$ cat src/include/lpm_pkg.sv
package lpm_pkg;

  // Register map (control-channel register addresses)
  localparam logic [7:0] CLK_DIV_CTRL_ADDR   = 8'h12;
  localparam logic [7:0] OUTPUT_CONFIG_ADDR  = 8'h14;
  localparam logic [7:0] CLK_DIV_CTRL_RESET  = 8'h00;
  localparam logic [7:0] OUTPUT_CONFIG_RESET = 8'h01;

  // Field positions
  localparam int DIV_SRC_BIT     = 7;
  localparam int SPARE_LOW_BIT   = 2;
  localparam int CTRL1_LOW_BIT   = 3;

  // Decoded word layout, three lanes
  localparam int PAYLOAD3_BITS   = 21;
  localparam int CARRIER3_POS    = 21;
  localparam int FWDCTL3_POS     = 22;
  localparam int PARITY3_POS     = 23;

  // Decoded word layout, four lanes
  localparam int PAYLOAD4_BITS   = 28;
  localparam int AUX1_POS        = 27;
  localparam int AUX2_POS        = 28;
  localparam int CARRIER4_POS    = 29;
  localparam int FWDCTL4_POS     = 30;
  localparam int PARITY4_POS     = 31;

  // Divider source multiples of the pixel clock
  localparam logic [3:0] MULT_HS_3LANE = 4'h3;
  localparam logic [3:0] MULT_HS_4LANE = 4'h4;
  localparam logic [3:0] MULT_LS_3LANE = 4'h6;
  localparam logic [3:0] MULT_LS_4LANE = 4'h8;
  localparam logic [3:0] MULT_OSC      = 4'h0;

  // Audio buffer and word length limits
  localparam int         FIFO_DEPTH    = 8;
  localparam int         FIFO_AW       = 3;
  localparam logic [5:0] WORD_LEN_MIN  = 6'h04;
  localparam logic [5:0] WORD_LEN_MAX  = 6'h20;
  localparam logic [15:0] BIT_PERIOD_MIN = 16'h0002;

  // Player states
  typedef enum logic [1:0] {LPM_IDLE, LPM_PLAY} lpm_play_t;

endpackage

$ cat src/hw/lpm_payload_mapper.sv
`timescale 1ns/1ps
// Functional notes
// - Lane select: low three lanes, high four
// - Three lanes: no lane four, control1, control2
// - Audio disabled: audio data pin becomes control0
// - Pixel clock span depends on lane mode
// - Only recovered, decoded, descrambled words are used
// - Twenty-one or twenty-eight payload bits per word
// - Four lanes: bits 27, 28 drive controls
// - Extract audio carrier and forward control bits
// - Last bit is parity over preceding bits
// - Colour, sync and valid bit positions fixed
// - Bit 27 drives spare and control1 outputs
// - D2 forces spare low, D3 control1 low
// - Range select high picks the low range
// - Audio words buffered, rate measured, played I2S
// - I2S covers 8-192 kHz, 4-32 bit words
// - Audio path active after reset
// - Low pixel clocks limit audio sample rate
// - Spread spectrum never alters I2S rates
// - Zero divider: control2 pin; nonzero: master clock
// - Master clock is source over divider 1-127
// - Source bit zero, high speed: 3x or 4x
// - Low speed 6x or 8x; bit set: oscillator
// - Master clock ignores local spread spectrum
// - Oscillator runs between 100 and 150 MHz
module lpm_payload_mapper
  import lpm_pkg::*;
(
  // Clock and reset
  input  wire logic        clk,
  input  wire logic        nrst,
  // Decoded word stream from the link front end
  input  wire logic [31:0] decodedWord,
  input  wire logic        decodedWordValid,
  // Strap and mode inputs
  input  wire logic        laneWidthSelect,
  input  wire logic        clockRangeSelect,
  input  wire logic        audioEnable,
  input  wire logic [5:0]  audioWordLength,
  // Divider source ticks
  input  wire logic        pixelSourceTick,
  input  wire logic        oscillatorTick,
  // Register access from the control channel
  input  wire logic        regWrEn,
  input  wire logic [7:0]  regAddr,
  input  wire logic [7:0]  regWrData,
  output logic [7:0]       regRdData,
  // LVDS lane payload
  output logic [27:0]      lanePayload,
  output logic             fourthLvdsLaneEn,
  output logic             clockRangeLow,
  output logic [3:0]       sourceMultiple,
  // Auxiliary controls
  output logic             spareBitOutput,
  output logic             auxControlOne,
  output logic             auxControlOneEn,
  output logic             control2OrAudioClock,
  output logic             control2OrAudioClockEn,
  output logic             forwardControlBit,
  // Audio outputs
  output logic             audioDataOrControl0,
  output logic             i2sBitClock,
  output logic             i2sWordSelect,
  // Status
  output logic [7:0]       parityErrorCount,
  output logic             audioOverflow
);

  // Reset release through two flops; assertion is immediate
  logic rstSync1_reg;
  logic rstn;
  always_ff @(posedge clk or negedge nrst) begin
    if (!nrst) begin
      rstSync1_reg <= 1'b0;
      rstn         <= 1'b0;
    end else begin
      rstSync1_reg <= 1'b1;
      rstn         <= rstSync1_reg;
    end
  end

  // Even parity over the low n bits
  function automatic logic parity_of(input logic [31:0] w, input logic fourLane);
    parity_of = fourLane ? ^w[30:0] : ^w[22:0];
  endfunction

  // Register file
  logic [7:0] clkDivCtrl_reg;
  logic [7:0] outputConfig_reg;
  always_ff @(posedge clk or negedge rstn) begin
    if (!rstn) begin
      clkDivCtrl_reg   <= CLK_DIV_CTRL_RESET;
      outputConfig_reg <= OUTPUT_CONFIG_RESET;
    end else if (regWrEn) begin
      if (regAddr == CLK_DIV_CTRL_ADDR) clkDivCtrl_reg <= regWrData;
      if (regAddr == OUTPUT_CONFIG_ADDR) outputConfig_reg <= regWrData;
    end
  end

  // Read decode; unmapped addresses read zero
  wire logic [7:0] rdDecode = (regAddr == CLK_DIV_CTRL_ADDR) ? clkDivCtrl_reg :
                              (regAddr == OUTPUT_CONFIG_ADDR) ? outputConfig_reg : 8'h00;
  always_ff @(posedge clk or negedge rstn) begin
    if (!rstn) regRdData <= 8'h00;
    else       regRdData <= rdDecode;
  end

  // Field decode
  wire logic       fourLane     = laneWidthSelect;
  wire logic [6:0] masterDiv    = clkDivCtrl_reg[6:0];
  wire logic       srcIsOsc     = clkDivCtrl_reg[DIV_SRC_BIT];
  wire logic       spareLow     = outputConfig_reg[SPARE_LOW_BIT];
  wire logic       ctrl1Low     = outputConfig_reg[CTRL1_LOW_BIT];
  wire logic       mclkActive   = (masterDiv != 7'h00);

  // Word field extraction; the front end has already recovered and decoded
  wire logic       carrierBit = fourLane ? decodedWord[CARRIER4_POS]
                                         : decodedWord[CARRIER3_POS];
  wire logic       fwdCtlBit  = fourLane ? decodedWord[FWDCTL4_POS]
                                         : decodedWord[FWDCTL3_POS];
  wire logic       parityBit  = fourLane ? decodedWord[PARITY4_POS]
                                         : decodedWord[PARITY3_POS];
  wire logic       parityBad  = parity_of(decodedWord, fourLane) != parityBit;
  wire logic [27:0] payloadSel = fourLane ? decodedWord[27:0]
                                          : {7'h00, decodedWord[20:0]};

  // Source multiple follows lane and range mode
  wire logic [3:0] multSel = srcIsOsc ? MULT_OSC :
                             clockRangeSelect ? (fourLane ? MULT_LS_4LANE : MULT_LS_3LANE) :
                             (fourLane ? MULT_HS_4LANE : MULT_HS_3LANE);

  // Lane payload and forwarded control bit, updated once per accepted word
  always_ff @(posedge clk or negedge rstn) begin
    if (!rstn) begin
      lanePayload       <= 28'h000_0000;
      forwardControlBit <= 1'b0;
    end else if (decodedWordValid) begin
      lanePayload       <= payloadSel;
      forwardControlBit <= fwdCtlBit;
    end
  end

  // Mode outputs; the lvds clock generator picks its range from these
  always_ff @(posedge clk or negedge rstn) begin
    if (!rstn) begin
      fourthLvdsLaneEn       <= 1'b0;
      auxControlOneEn        <= 1'b0;
      control2OrAudioClockEn <= 1'b0;
      clockRangeLow          <= 1'b0;
      sourceMultiple         <= MULT_HS_3LANE;
    end else begin
      fourthLvdsLaneEn       <= fourLane;
      auxControlOneEn        <= fourLane;
      control2OrAudioClockEn <= fourLane;
      clockRangeLow          <= clockRangeSelect;
      sourceMultiple         <= multSel;
    end
  end

  // Bit 27 of the newest word, or the held copy, so a force bit acts at once
  wire logic       bit27Now = decodedWordValid ? decodedWord[AUX1_POS] : lanePayload[AUX1_POS];

  // Spare and control1 outputs from bit 27; force bits win over payload
  always_ff @(posedge clk or negedge rstn) begin
    if (!rstn) begin
      spareBitOutput <= 1'b0;
      auxControlOne  <= 1'b0;
    end else if (!fourLane) begin
      spareBitOutput <= 1'b0;
      auxControlOne  <= 1'b0;
    end else begin
      spareBitOutput <= bit27Now & ~spareLow;
      auxControlOne  <= bit27Now & ~ctrl1Low;
    end
  end

  // Parity error counter saturates rather than wrapping
  always_ff @(posedge clk or negedge rstn) begin
    if (!rstn) parityErrorCount <= 8'h00;
    else if (decodedWordValid && parityBad && parityErrorCount != 8'hFF)
      parityErrorCount <= parityErrorCount + 8'h01;
  end

  // Master clock divider; ticks come from the multiplied pixel clock or oscillator,
  // so local spread spectrum never enters the count
  wire logic       srcTick = srcIsOsc ? oscillatorTick : pixelSourceTick;
  logic [6:0] divCnt_reg;
  logic       mclk_reg;
  wire logic [6:0] divCntNext = (divCnt_reg >= masterDiv - 7'h01) ? 7'h00
                                                                  : divCnt_reg + 7'h01;
  wire logic [6:0] divHalf    = 7'((8'(masterDiv) + 8'h01) >> 1);
  always_ff @(posedge clk or negedge rstn) begin
    if (!rstn) begin
      divCnt_reg <= 7'h00;
      mclk_reg   <= 1'b0;
    end else if (!mclkActive) begin
      // Park at the top so the first tick opens a high phase
      divCnt_reg <= 7'h7F;
      mclk_reg   <= 1'b0;
    end else if (masterDiv == 7'h01) begin
      mclk_reg   <= srcTick;
    end else if (srcTick) begin
      divCnt_reg <= divCntNext;
      mclk_reg   <= (divCntNext < divHalf);
    end
  end

  // Shared control2 pin: divided clock or bit 28
  always_ff @(posedge clk or negedge rstn) begin
    if (!rstn) control2OrAudioClock <= 1'b0;
    else if (!fourLane) control2OrAudioClock <= 1'b0;
    else if (mclkActive) control2OrAudioClock <= mclk_reg;
    else if (decodedWordValid) control2OrAudioClock <= decodedWord[AUX2_POS];
  end

  // Audio rate measurement: cycles between words set the playout bit period,
  // so playout tracks arrival and spread spectrum changes nothing
  logic [15:0] wordGap_reg;
  logic [15:0] bitPeriod_reg;
  always_ff @(posedge clk or negedge rstn) begin
    if (!rstn) begin
      wordGap_reg   <= 16'h0000;
      bitPeriod_reg <= BIT_PERIOD_MIN;
    end else if (decodedWordValid) begin
      wordGap_reg   <= 16'h0000;
      bitPeriod_reg <= (wordGap_reg + 16'h0001 < BIT_PERIOD_MIN) ? BIT_PERIOD_MIN
                                                                 : wordGap_reg + 16'h0001;
    end else if (wordGap_reg != 16'hFFFF) begin
      wordGap_reg   <= wordGap_reg + 16'h0001;
    end
  end

  // Clamp word length to the supported span
  wire logic [5:0] wordLen = (audioWordLength < WORD_LEN_MIN) ? WORD_LEN_MIN :
                             (audioWordLength > WORD_LEN_MAX) ? WORD_LEN_MAX :
                             audioWordLength;

  // Carrier bit deserialiser, MSB first
  logic [31:0] collect_reg;
  logic [5:0]  collectCnt_reg;
  wire logic   collectDone = decodedWordValid && audioEnable &&
                             (collectCnt_reg == wordLen - 6'h01);
  always_ff @(posedge clk or negedge rstn) begin
    if (!rstn) begin
      collect_reg    <= 32'h0000_0000;
      collectCnt_reg <= 6'h00;
    end else if (!audioEnable) begin
      collectCnt_reg <= 6'h00;
    end else if (decodedWordValid) begin
      collect_reg    <= {collect_reg[30:0], carrierBit};
      collectCnt_reg <= collectDone ? 6'h00 : collectCnt_reg + 6'h01;
    end
  end

  // Audio word FIFO; depth of several words absorbs rate jitter
  logic [31:0]        fifoMem_reg [FIFO_DEPTH];
  logic [FIFO_AW:0]   wrPtr_reg;
  logic [FIFO_AW:0]   rdPtr_reg;
  wire logic [FIFO_AW:0] fifoLevel = wrPtr_reg - rdPtr_reg;
  wire logic          fifoFull  = (fifoLevel == (FIFO_AW+1)'(FIFO_DEPTH));
  wire logic          fifoEmpty = (fifoLevel == '0);
  wire logic [31:0]   pushWord  = {collect_reg[30:0], carrierBit} << (6'd32 - wordLen);
  logic               popReq;
  wire logic          doPush    = collectDone && !fifoFull;
  wire logic          doPop     = popReq && !fifoEmpty;
  always_ff @(posedge clk or negedge rstn) begin
    if (!rstn) begin
      wrPtr_reg     <= '0;
      rdPtr_reg     <= '0;
      audioOverflow <= 1'b0;
    end else begin
      if (doPush) wrPtr_reg <= wrPtr_reg + 1'b1;
      if (doPop)  rdPtr_reg <= rdPtr_reg + 1'b1;
      audioOverflow <= collectDone && fifoFull;
    end
  end
  always_ff @(posedge clk) begin
    if (doPush) fifoMem_reg[wrPtr_reg[FIFO_AW-1:0]] <= pushWord;
  end

  // I2S player: word select flips at the end of the last bit, together with the next word's first bit
  lpm_play_t   playState_reg;
  logic [15:0] bitTimer_reg;
  logic [31:0] shift_reg;
  logic [5:0]  bitIdx_reg;
  wire logic   bitEnd  = (bitTimer_reg == bitPeriod_reg - 16'h0001);
  // Rise one cycle before mid-bit so even the shortest period shows a pulse
  wire logic   halfHit = (bitTimer_reg == (bitPeriod_reg >> 1) - 16'h0001);
  wire logic   lastBit = (bitIdx_reg == wordLen - 6'h01);
  assign popReq = (playState_reg == LPM_IDLE) || (bitEnd && lastBit);
  always_ff @(posedge clk or negedge rstn) begin
    if (!rstn) begin
      playState_reg <= LPM_IDLE;
      bitTimer_reg  <= 16'h0000;
      shift_reg     <= 32'h0000_0000;
      bitIdx_reg    <= 6'h00;
      i2sBitClock   <= 1'b0;
      i2sWordSelect <= 1'b0;
    end else if (!audioEnable) begin
      playState_reg <= LPM_IDLE;
      i2sBitClock   <= 1'b0;
      i2sWordSelect <= 1'b0;
    end else begin
      case (playState_reg)
        LPM_IDLE: begin
          bitTimer_reg <= 16'h0000;
          bitIdx_reg   <= 6'h00;
          if (!fifoEmpty) begin
            shift_reg     <= fifoMem_reg[rdPtr_reg[FIFO_AW-1:0]];
            playState_reg <= LPM_PLAY;
          end
        end
        LPM_PLAY: begin
          bitTimer_reg <= bitEnd ? 16'h0000 : bitTimer_reg + 16'h0001;
          if (halfHit) i2sBitClock <= 1'b1;
          if (bitEnd) begin
            i2sBitClock <= 1'b0;
            if (lastBit) begin
              i2sWordSelect <= ~i2sWordSelect;
              bitIdx_reg    <= 6'h00;
              shift_reg     <= fifoEmpty ? 32'h0000_0000
                                         : fifoMem_reg[rdPtr_reg[FIFO_AW-1:0]];
            end else begin
              bitIdx_reg <= bitIdx_reg + 6'h01;
              shift_reg  <= {shift_reg[30:0], 1'b0};
            end
          end
        end
        default: playState_reg <= LPM_IDLE;
      endcase
    end
  end

  // Shared audio data pin: serial data, or control0 from the carrier bit
  always_ff @(posedge clk or negedge rstn) begin
    if (!rstn) audioDataOrControl0 <= 1'b0;
    else if (!audioEnable) begin
      if (decodedWordValid) audioDataOrControl0 <= carrierBit;
    end else audioDataOrControl0 <= (playState_reg == LPM_PLAY) & shift_reg[31];
  end
endmodule

$ cat config.mk
export PLATFORM = sky130hd
export DESIGN_NAME = lpm_payload_mapper
export DESIGN_NICKNAME = d
export VERILOG_FILES = /design/src/include/lpm_pkg.sv /design/src/hw/lpm_payload_mapper.sv
export SDC_FILE = /design/constraint.sdc
export NUM_CORES = 1
export LEC_CHECK = 0
export BUFFER_PORTS_ARGS = -buffer_cell sky130_fd_sc_hd__buf_2
export CAP_MARGIN = 5
export CORE_MARGIN = 5
export CORE_UTILIZATION = 65
export CTS_BUF_LIST = sky130_fd_sc_hd__clkbuf_8
export DETAILED_ROUTE_END_ITERATION = 8
export PLACE_DENSITY = 0.84
export SYNTH_ARGS = -nofsm -noshare
export SYNTH_HDL_FRONTEND = slang
export SYNTH_SLANG_ARGS = --single-unit
$ cat constraint.sdc
create_clock -name clk -period 9.9 [get_ports clk]
set_clock_uncertainty 0.05 [all_clocks]
set_input_delay 0.495 -clock clk [delete_from_list [all_inputs] [get_ports clk]]
set_output_delay 0.495 -clock clk [all_outputs]
set_load 0.05 [all_outputs]
==> flow_results.xml, run 1 <==
<?xml version="1.0" encoding="UTF-8"?>
<metrics>
  <group name="critical_path">
    <metric name="critical_path.startpoint_type" unit="">input pin</metric>
    <metric name="crit-reg2reg-launch" unit="">rdPtr_reg[1]</metric>
    <metric name="critPathMaxFanout" unit="">36</metric>
    <metric name="critical-path-top-delay-family" unit="">simple AND/OR/NAND/NOR gates</metric>
    <metric name="crit_path_top_delay_cell" unit="">sky130_fd_sc_hd__ha_2</metric>
    <metric name="critPathRequiredTime" unit="ns">10.08</metric>
    <metric name="worst_ep_arrival_time" unit="ns">5.65</metric>
    <metric name="r2r_setup_slk" unit="ns">5.70</metric>
    <metric name="path_cells" unit="">buf_2, nand2b_1, nor2_4, inv_1, ha_2, xnor2_1, nor2_1, o21ai_0, nor4_1, nand3_1, nor2b_1, nand2_1, nor2_4</metric>
    <metric name="critPathMostFrequentCell" unit="">sky130_fd_sc_hd__nor2_4</metric>
    <metric name="r2r_end" unit="">fifoMem_reg[3][27]</metric>
    <metric name="critical-path-max-stage-delay" unit="ns">1.02</metric>
    <metric name="crit_path_end_kind" unit="">flop</metric>
    <metric name="path_buf_inv" unit="">2</metric>
    <metric name="criticalPathCategory" unit="">in2reg</metric>
    <metric name="reg2regPathDepth" unit="">10</metric>
  </group>
  <group name="logic_synthesis">
    <metric name="postSynthAreaPerCell" unit="um2">13.3</metric>
    <metric name="postSynthRegisterBits" unit="">472</metric>
    <metric name="yosys.area_share.xor_xnor" unit="%">5.24</metric>
    <metric name="synth_fa_ha_area_share" unit="%">1.92</metric>
    <metric name="synth_compound_area_share" unit="%">5.83</metric>
    <metric name="synth-simple-area-share" unit="%">8.85</metric>
    <metric name="synth_nets" unit="">1812</metric>
    <metric name="postSynthCellCount" unit="">1714</metric>
    <metric name="yosys-mux-area-fraction" unit="%">18.3</metric>
    <metric name="combinational_family_with_the_most_area_after_synthesis" unit="">multiplexers</metric>
    <metric name="postSynth.topFlopCell" unit="">sky130_fd_sc_hd__edfxtp_1</metric>
    <metric name="synth_sequential_area_ratio" unit="%">57.4</metric>
    <metric name="synth_cell_types" unit="">80</metric>
    <metric name="synth_warnings" unit="">0</metric>
    <metric name="async_reset_ff_share" unit="%">45.8</metric>
    <metric name="syn-cell-area" unit="um2">22800</metric>
    <metric name="synth_enable_flop_cells" unit="">256</metric>
  </group>
  <group name="clocking">
    <metric name="clock_sinks" unit="">472</metric>
    <metric name="clock_tree.root_cell" unit="">sky130_fd_sc_hd__clkbuf_8</metric>
    <metric name="cts.repair.resized" unit="">0</metric>
    <metric name="cts_buffer_depth" unit="">3</metric>
    <metric name="htreeDepth" unit="">3</metric>
    <metric name="cts_tree" unit="">done</metric>
    <metric name="tritoncts.num_buffers" unit="">77</metric>
    <metric name="clk_transition_reported_paths" unit="ns">0.06</metric>
    <metric name="clock_latency" unit="ns">0.64</metric>
  </group>
  <group name="place">
    <metric name="gpl.final_weighted_congestion" unit="">0.889</metric>
    <metric name="numPortBuffers" unit="">122</metric>
    <metric name="placed_wire_length_estimate_after_detailed_placement" unit="um">33600</metric>
  </group>
  <group name="layout">
    <metric name="largest_reg_flops" unit="">256</metric>
    <metric name="most-common-layout-cells" unit="">256 x sky130_fd_sc_hd__edfxtp_1, 209 x sky130_fd_sc_hd__dfrtp_1, 127 x sky130_fd_sc_hd__mux2i_1</metric>
    <metric name="num-nets-final" unit="">1939</metric>
    <metric name="post-route-util" unit="%">73.3</metric>
    <metric name="n_antenna_cell" unit="">0</metric>
    <metric name="layout-drive-gt1-share" unit="%">24.3</metric>
    <metric name="layout.cells.most_common" unit="">sky130_fd_sc_hd__edfxtp_1</metric>
    <metric name="layout-area-overhead-vs-synth" unit="%">11.3</metric>
  </group>
  <group name="drt">
    <metric name="route.vias.total" unit="">14716</metric>
    <metric name="drt-wirelength-per-cell" unit="um">22.0</metric>
    <metric name="iteration_0_drc_markers" unit="">1578</metric>
    <metric name="route.detailed.drc" unit="">0</metric>
    <metric name="drt.antenna.violating_nets" unit="">0</metric>
    <metric name="routed_wl" unit="um">52000</metric>
    <metric name="vias_per_cell" unit="">6.24</metric>
    <metric name="detail_route.first_pass.iterations" unit="">6</metric>
  </group>
  <group name="grt">
    <metric name="grt_max_degree" unit="">184</metric>
    <metric name="first_pass_grt_wire_length" unit="um">83200</metric>
    <metric name="grt_usage" unit="%">27.2</metric>
    <metric name="antenna_violations_before_repair" unit="">0</metric>
    <metric name="globalRoute.totalOverflow" unit="">0</metric>
    <metric name="first_global_vias" unit="">15209</metric>
  </group>
  <group name="floorplan">
    <metric name="core_region_area" unit="um2">34600</metric>
    <metric name="floorplan.die.height" unit="um">197</metric>
    <metric name="die-width" unit="um">197</metric>
    <metric name="die-area" unit="um2">38900</metric>
    <metric name="floorplan.rows" unit="">68</metric>
    <metric name="initial_util" unit="%">65.9</metric>
    <metric name="boundaryPins" unit="">123</metric>
  </group>
  <group name="timing">
    <metric name="finalHoldViolations" unit="">0</metric>
    <metric name="worst_slew_margin_rel" unit="%">12.7</metric>
    <metric name="period_needed" unit="ns">5.47</metric>
    <metric name="maxSlewViolCount" unit="">0</metric>
    <metric name="grt_setup_unrepaired" unit="">false</metric>
    <metric name="worstMarginPinSlew" unit="ns">1.31</metric>
    <metric name="finalSetupTns" unit="ns">0</metric>
    <metric name="min_period_over_period" unit="%">55.3</metric>
    <metric name="setup-violations-final" unit="">0</metric>
    <metric name="max_clock_freq" unit="GHz">0.183</metric>
  </group>
  <group name="outcome">
    <metric name="run_status" unit="">finished, final reports clean</metric>
  </group>
  <group name="pwr">
    <metric name="vdd_drop_max" unit="V">0.000162</metric>
    <metric name="powerDensity" unit="nW/um2">233</metric>
    <metric name="static-leakage-power" unit="nW">10.2</metric>
  </group>
  <group name="min_path">
    <metric name="worst_hold_path.endpoint" unit="">lanePayload[24]</metric>
    <metric name="worst_hold_startpoint" unit="">decodedWord[24]</metric>
    <metric name="timing.hold.worst.class" unit="">in2reg</metric>
    <metric name="min_delay_path_depth" unit="">3</metric>
  </group>
  <group name="flow_run">
    <metric name="maxCapViolations" unit="">0</metric>
  </group>
</metrics>
## per-layer routing
layer,track usage (%),share of wire (%),vias to the layer above
met5,0,0,-
met4,8.83,3.1,0
met3,5.78,8.8,128
met2,43.5,48,698
met1,37.9,40,7281
li1,-,-,6609
## cell usage after synthesis, types with 30 or more instances
library cell	number	area, um2
sky130_fd_sc_hd__edfxtp_1	256	7690
sky130_fd_sc_hd__dfrtp_1	212	5310
sky130_fd_sc_hd__mux2i_1	127	1270
sky130_fd_sc_hd__nand2_1	123	462
sky130_fd_sc_hd__nor2_1	92	345
sky130_fd_sc_hd__xnor2_1	88	771
sky130_fd_sc_hd__o21ai_0	86	430
sky130_fd_sc_hd__mux2_2	84	946
sky130_fd_sc_hd__mux4_2	66	1490
sky130_fd_sc_hd__clkbuf_1	61	229
sky130_fd_sc_hd__a21oi_1	48	240
sky130_fd_sc_hd__xor2_1	46	403
sky130_fd_sc_hd__nand3_1	39	195
sky130_fd_sc_hd__inv_1	38	143
sky130_fd_sc_hd__ha_1	35	438
sky130_fd_sc_hd__nor3_1	35	175
sky130_fd_sc_hd__mux2_4	30	450
## through the flow
| stage | worst slack, ns | total power, W | cell area [um2] | hold WS (ns) | std cells |
|---|---|---|---|---|---|
| 5_1_grt | 4.13 | 0.00622 | 25400 | 0.0404 | 2359 |
| 4_1_cts | 4.52 | 0.00594 | 25400 | 0.0193 | 2359 |
| 3_3_place_gp | 4.18 | 0.00415 | 23800 | 0.220 | 2215 |
| 6_report | 4.43 | 0.00593 | 25400 | 0.0603 | 2359 |
| 2_1_floorplan | 3.39 | 0.00378 | 22800 | 0.149 | 1714 |
| 3_5_place_dp | 3.94 | 0.00423 | 23800 | 0.227 | 2215 |
## where the power goes
part	internal [W]	total, W	switching, W	leakage, nW
Clock	0.000908	0.00170	0.000791	0.887
Sequential	0.00231	0.00251	0.000207	5.11
Combinational	0.000766	0.00171	0.000948	4.16
Total	0.00398	0.00593	0.00195	10.2
## how the worst max path moves through the flow
stage	startpoint	to	slack (ns)	cells past startpoint
finish	audioWordLength[5]	fifoMem_reg[3][27]	4.43	13
global placement	audioWordLength[5]	fifoMem_reg[3][5]	4.18	13
detailed placement	audioWordLength[5]	fifoMem_reg[3][25]	3.94	13
CTS	audioWordLength[5]	fifoMem_reg[3][27]	4.52	13
floorplan	rstn	audioDataOrControl0	3.39	0
global route	audioWordLength[5]	fifoMem_reg[3][30]	4.13	13
## kinds of logic (layout without fill, tap and decap cells)
family,count (synthesis),after routing
other,1,1
buffers and inverters,136,326
adder cells (fa/ha/maj),35,35
flip-flops,472,472
AO/OA/AOI/OAI,216,216
multiplexers,308,308
AND/OR/NAND/NOR,411,411
XOR/XNOR,135,135
## tightest hold or removal path, stage by stage
cell and delay [ns]:
sky130_fd_sc_hd__buf_2 0.10, sky130_fd_sc_hd__nand2_1 0.04, sky130_fd_sc_hd__o21ai_0 0.06
## area by class of cell
| cell class | instances | area (um2) |
|---|---|---|
| Sequential cell | 472 | 13100 |
| Fill cell | 2101 | 9240 |
| Multi-Input combinational cell | 1106 | 9230 |
| Tap cell | 455 | 569 |
| Clock inverter | 60 | 417 |
| Timing Repair Buffer | 144 | 793 |
| Clock buffer | 82 | 1130 |
| Inverter | 40 | 150 |
## timing repair
action,in CTS,in global routing
hold buffers,2,0
buffers inserted,0,0
hold endpoints to repair,3,0
No activity file was read; power rests on OpenSTA's default activity.
==> inputs of run 2 (changes only) <==
--- a/config.mk
+++ b/config.mk
@@ -8,10 +8,10 @@
 export BUFFER_PORTS_ARGS = -buffer_cell sky130_fd_sc_hd__buf_2
 export CAP_MARGIN = 5
 export CORE_MARGIN = 5
-export CORE_UTILIZATION = 65
+export CORE_UTILIZATION = 64
 export CTS_BUF_LIST = sky130_fd_sc_hd__clkbuf_8
 export DETAILED_ROUTE_END_ITERATION = 8
-export PLACE_DENSITY = 0.84
+export PLACE_DENSITY = 0.83
 export SYNTH_ARGS = -nofsm -noshare
 export SYNTH_HDL_FRONTEND = slang
 export SYNTH_SLANG_ARGS = --single-unit
==> constraint.sdc (replaced) <==
create_clock -name clk -period 5.6 [get_ports clk]
set_clock_uncertainty 0.05 [all_clocks]
set_input_delay 0.28 -clock clk [delete_from_list [all_inputs] [get_ports clk]]
set_output_delay 0.28 -clock clk [all_outputs]
set_load 0.05 [all_outputs]
==> run 2 against run 1 <==
Hold slack better by 0.027 ns. Worst setup slack got worse by 3.2 ns. Utilization fell by 0.28 points. Critical path type unchanged. Largest power group unchanged.
==> flow_results.xml, run 2 (same netlist as run 1, synthesis figures left out) <==
<?xml version="1.0" encoding="UTF-8"?>
<metrics>
  <group name="critical_path">
    <metric name="critical-path-max-stage-delay" unit="ns">0.79</metric>
    <metric name="criticalPathCategory" unit="">in2reg</metric>
    <metric name="critPathMostFrequentCell" unit="">sky130_fd_sc_hd__nor2_4</metric>
    <metric name="crit_path_end_kind" unit="">flop</metric>
    <metric name="worst_ep_arrival_time" unit="ns">4.60</metric>
    <metric name="critical_path.startpoint_type" unit="">input pin</metric>
    <metric name="r2r_setup_slk" unit="ns">1.56</metric>
    <metric name="crit-reg2reg-launch" unit="">bitPeriod_reg[0]</metric>
    <metric name="reg2regPathDepth" unit="">11</metric>
    <metric name="crit_path_top_delay_cell" unit="">sky130_fd_sc_hd__nor2_4</metric>
    <metric name="critPathMaxFanout" unit="">31</metric>
    <metric name="r2r_end" unit="">shift_reg[0]</metric>
    <metric name="critPathRequiredTime" unit="ns">5.87</metric>
    <metric name="path_cells" unit="">buf_2, nand2b_1, nor2_4, inv_1, ha_2, or2_2, o32a_1, xnor2_1, nor4_1, nand3_1, nor2b_1, nand2_1, nor2_4, buf_12</metric>
  </group>
  <group name="drt">
    <metric name="detail_route.first_pass.iterations" unit="">5</metric>
    <metric name="iteration_0_drc_markers" unit="">1422</metric>
    <metric name="drt.antenna.violating_nets" unit="">0</metric>
    <metric name="drt-wirelength-per-cell" unit="um">21.4</metric>
    <metric name="vias_per_cell" unit="">6.11</metric>
    <metric name="route.detailed.drc" unit="">0</metric>
    <metric name="route.vias.total" unit="">14742</metric>
    <metric name="routed_wl" unit="um">51600</metric>
  </group>
  <group name="timing">
    <metric name="final_critical_path_setup_slack" unit="ns">1.26</metric>
    <metric name="period_needed" unit="ns">4.34</metric>
    <metric name="finalSetupTns" unit="ns">0</metric>
    <metric name="grt_setup_unrepaired" unit="">false</metric>
    <metric name="maxSlewViolCount" unit="">0</metric>
    <metric name="max_clock_freq" unit="GHz">0.231</metric>
    <metric name="worst_slew_margin_rel" unit="%">25.6</metric>
    <metric name="worstMarginPinSlew" unit="ns">1.11</metric>
    <metric name="min_period_over_period" unit="%">77.4</metric>
    <metric name="finalHoldViolations" unit="">0</metric>
    <metric name="setup-violations-final" unit="">0</metric>
  </group>
  <group name="pwr">
    <metric name="static-leakage-power" unit="nW">10.3</metric>
    <metric name="powerDensity" unit="nW/um2">405</metric>
    <metric name="vdd_drop_max" unit="V">0.000313</metric>
  </group>
  <group name="clocking">
    <metric name="clock_latency" unit="ns">0.63</metric>
    <metric name="cts_tree" unit="">done</metric>
    <metric name="clock_sinks" unit="">472</metric>
    <metric name="cts_buffer_depth" unit="">3</metric>
    <metric name="htreeDepth" unit="">3</metric>
    <metric name="tritoncts.num_buffers" unit="">77</metric>
    <metric name="clk_transition_reported_paths" unit="ns">0.06</metric>
    <metric name="clock_tree.root_cell" unit="">sky130_fd_sc_hd__clkbuf_8</metric>
  </group>
  <group name="floorplan">
    <metric name="core_region_area" unit="um2">35400</metric>
    <metric name="floorplan.rows" unit="">69</metric>
    <metric name="boundaryPins" unit="">123</metric>
    <metric name="floorplan.die.height" unit="um">199</metric>
    <metric name="die-area" unit="um2">39500</metric>
    <metric name="die-width" unit="um">199</metric>
    <metric name="initial_util" unit="%">64.4</metric>
  </group>
  <group name="grt">
    <metric name="antenna_violations_before_repair" unit="">4</metric>
    <metric name="grt_usage" unit="%">26.8</metric>
    <metric name="first_pass_grt_wire_length" unit="um">83100</metric>
    <metric name="first_global_vias" unit="">15055</metric>
    <metric name="globalRoute.totalOverflow" unit="">0</metric>
    <metric name="grt_max_degree" unit="">184</metric>
  </group>
  <group name="layout">
    <metric name="num-nets-final" unit="">1985</metric>
    <metric name="number_of_fill_cells" unit="">2162</metric>
    <metric name="layout-area-overhead-vs-synth" unit="%">13.4</metric>
    <metric name="largest_reg_flops" unit="">256</metric>
    <metric name="final_cell_area" unit="um2">25900</metric>
    <metric name="layout.cells.most_common" unit="">sky130_fd_sc_hd__edfxtp_1</metric>
    <metric name="layout-drive-gt1-share" unit="%">23.9</metric>
    <metric name="most-common-layout-cells" unit="">256 x sky130_fd_sc_hd__edfxtp_1, 209 x sky130_fd_sc_hd__dfrtp_1, 127 x sky130_fd_sc_hd__mux2i_1</metric>
    <metric name="post-route-util" unit="%">73.1</metric>
  </group>
  <group name="flow_run">
    <metric name="maxCapViolations" unit="">0</metric>
  </group>
  <group name="place">
    <metric name="dp_slack" unit="ns">0.667</metric>
    <metric name="numPortBuffers" unit="">122</metric>
    <metric name="dpl_cell_area" unit="um2">23900</metric>
    <metric name="placed_wire_length_estimate_after_detailed_placement" unit="um">33400</metric>
    <metric name="gpl.final_weighted_congestion" unit="">0.885</metric>
  </group>
  <group name="min_path">
    <metric name="worst_hold_startpoint" unit="">regAddr[1]</metric>
    <metric name="worst_hold_path.endpoint" unit="">regRdData[0]</metric>
    <metric name="timing.hold.worst.class" unit="">in2reg</metric>
    <metric name="min_delay_path_depth" unit="">3</metric>
  </group>
  <group name="outcome">
    <metric name="run_status" unit="">finished, final reports clean</metric>
  </group>
</metrics>
==> run 2: worst max-delay path, delay by kind of cell <==
family | cells | cell delay [ns]
compound gates | 1 | 0.23
fa+ha+maj | 1 | 0.28
simple gates | 8 | 2.99
xor+xnor | 1 | 0.14
buf+inv | 3 | 0.66
==> run 2: worst max-delay path by stage <==
stage | start | end | slack, ns | cells after the start
5_1_grt | audioWordLength[5] | fifoMem_reg[3][2] | 0.98 | 14
4_1_cts | audioWordLength[5] | fifoMem_reg[3][6] | 1.30 | 14
3_3_place_gp | audioWordLength[5] | fifoMem_reg[3][21] | 0.88 | 14
3_5_place_dp | audioWordLength[5] | fifoMem_reg[3][21] | 0.67 | 14
6_report | audioWordLength[5] | fifoMem_reg[3][6] | 1.26 | 14
2_1_floorplan | audioWordLength[5] | fifoMem_reg[2][0] | 0.03 | 14
==> run 2: metrics by stage <==
step                hold slack [ns]  total power (W)  std cells
global route                 0.0791           0.0110       2412
finish                       0.0873           0.0105       2412
global placement             0.0149          0.00735       2225
floorplan                   -0.0656          0.00669       1714
CTS                          0.0374           0.0105       2411
detailed placement           0.0163          0.00747       2225
==> run 2: layout make-up <==
type	instances	area (um2)	area share, %
timing repair buffer	190	1260	4.86
inverter	40	150	0.581
tap	461	577	2.23
clock buffer	87	1200	4.63
sequential	472	13100	50.7
multi-input combinational	1106	9230	35.7
clock inverter	55	340	1.32
antenna	1	2.50	0.00968
==> run 2: power by group <==
group / switching [W] / total [W] / internal [W]
clock: 0.00137 / 0.00298 / 0.00161
combinational: 0.00166 / 0.00304 / 0.00137
sequential: 0.000363 / 0.00444 / 0.00408
total: 0.00339 / 0.0105 / 0.00707
==> run 2: layer usage <==
metal  share of wire (%)  GRT usage, %  vias up  wire (um)
li1                    -             -     6691          -
met1                  42          38.2     7358      21400
met2                  48          41.9      568      24700
met3                 8.0          5.98      119       4120
met4                 2.5          8.71        6       1300
met5               0.076             0        -         39
==> run 2: repair_timing <==
item / in CTS / in global routing
hold endpoints to repair: 63 / 0
buffers inserted: 0 / 0
resized for setup: 0 / 0
setup endpoints to repair: 0 / 0
hold buffers: 44 / 0
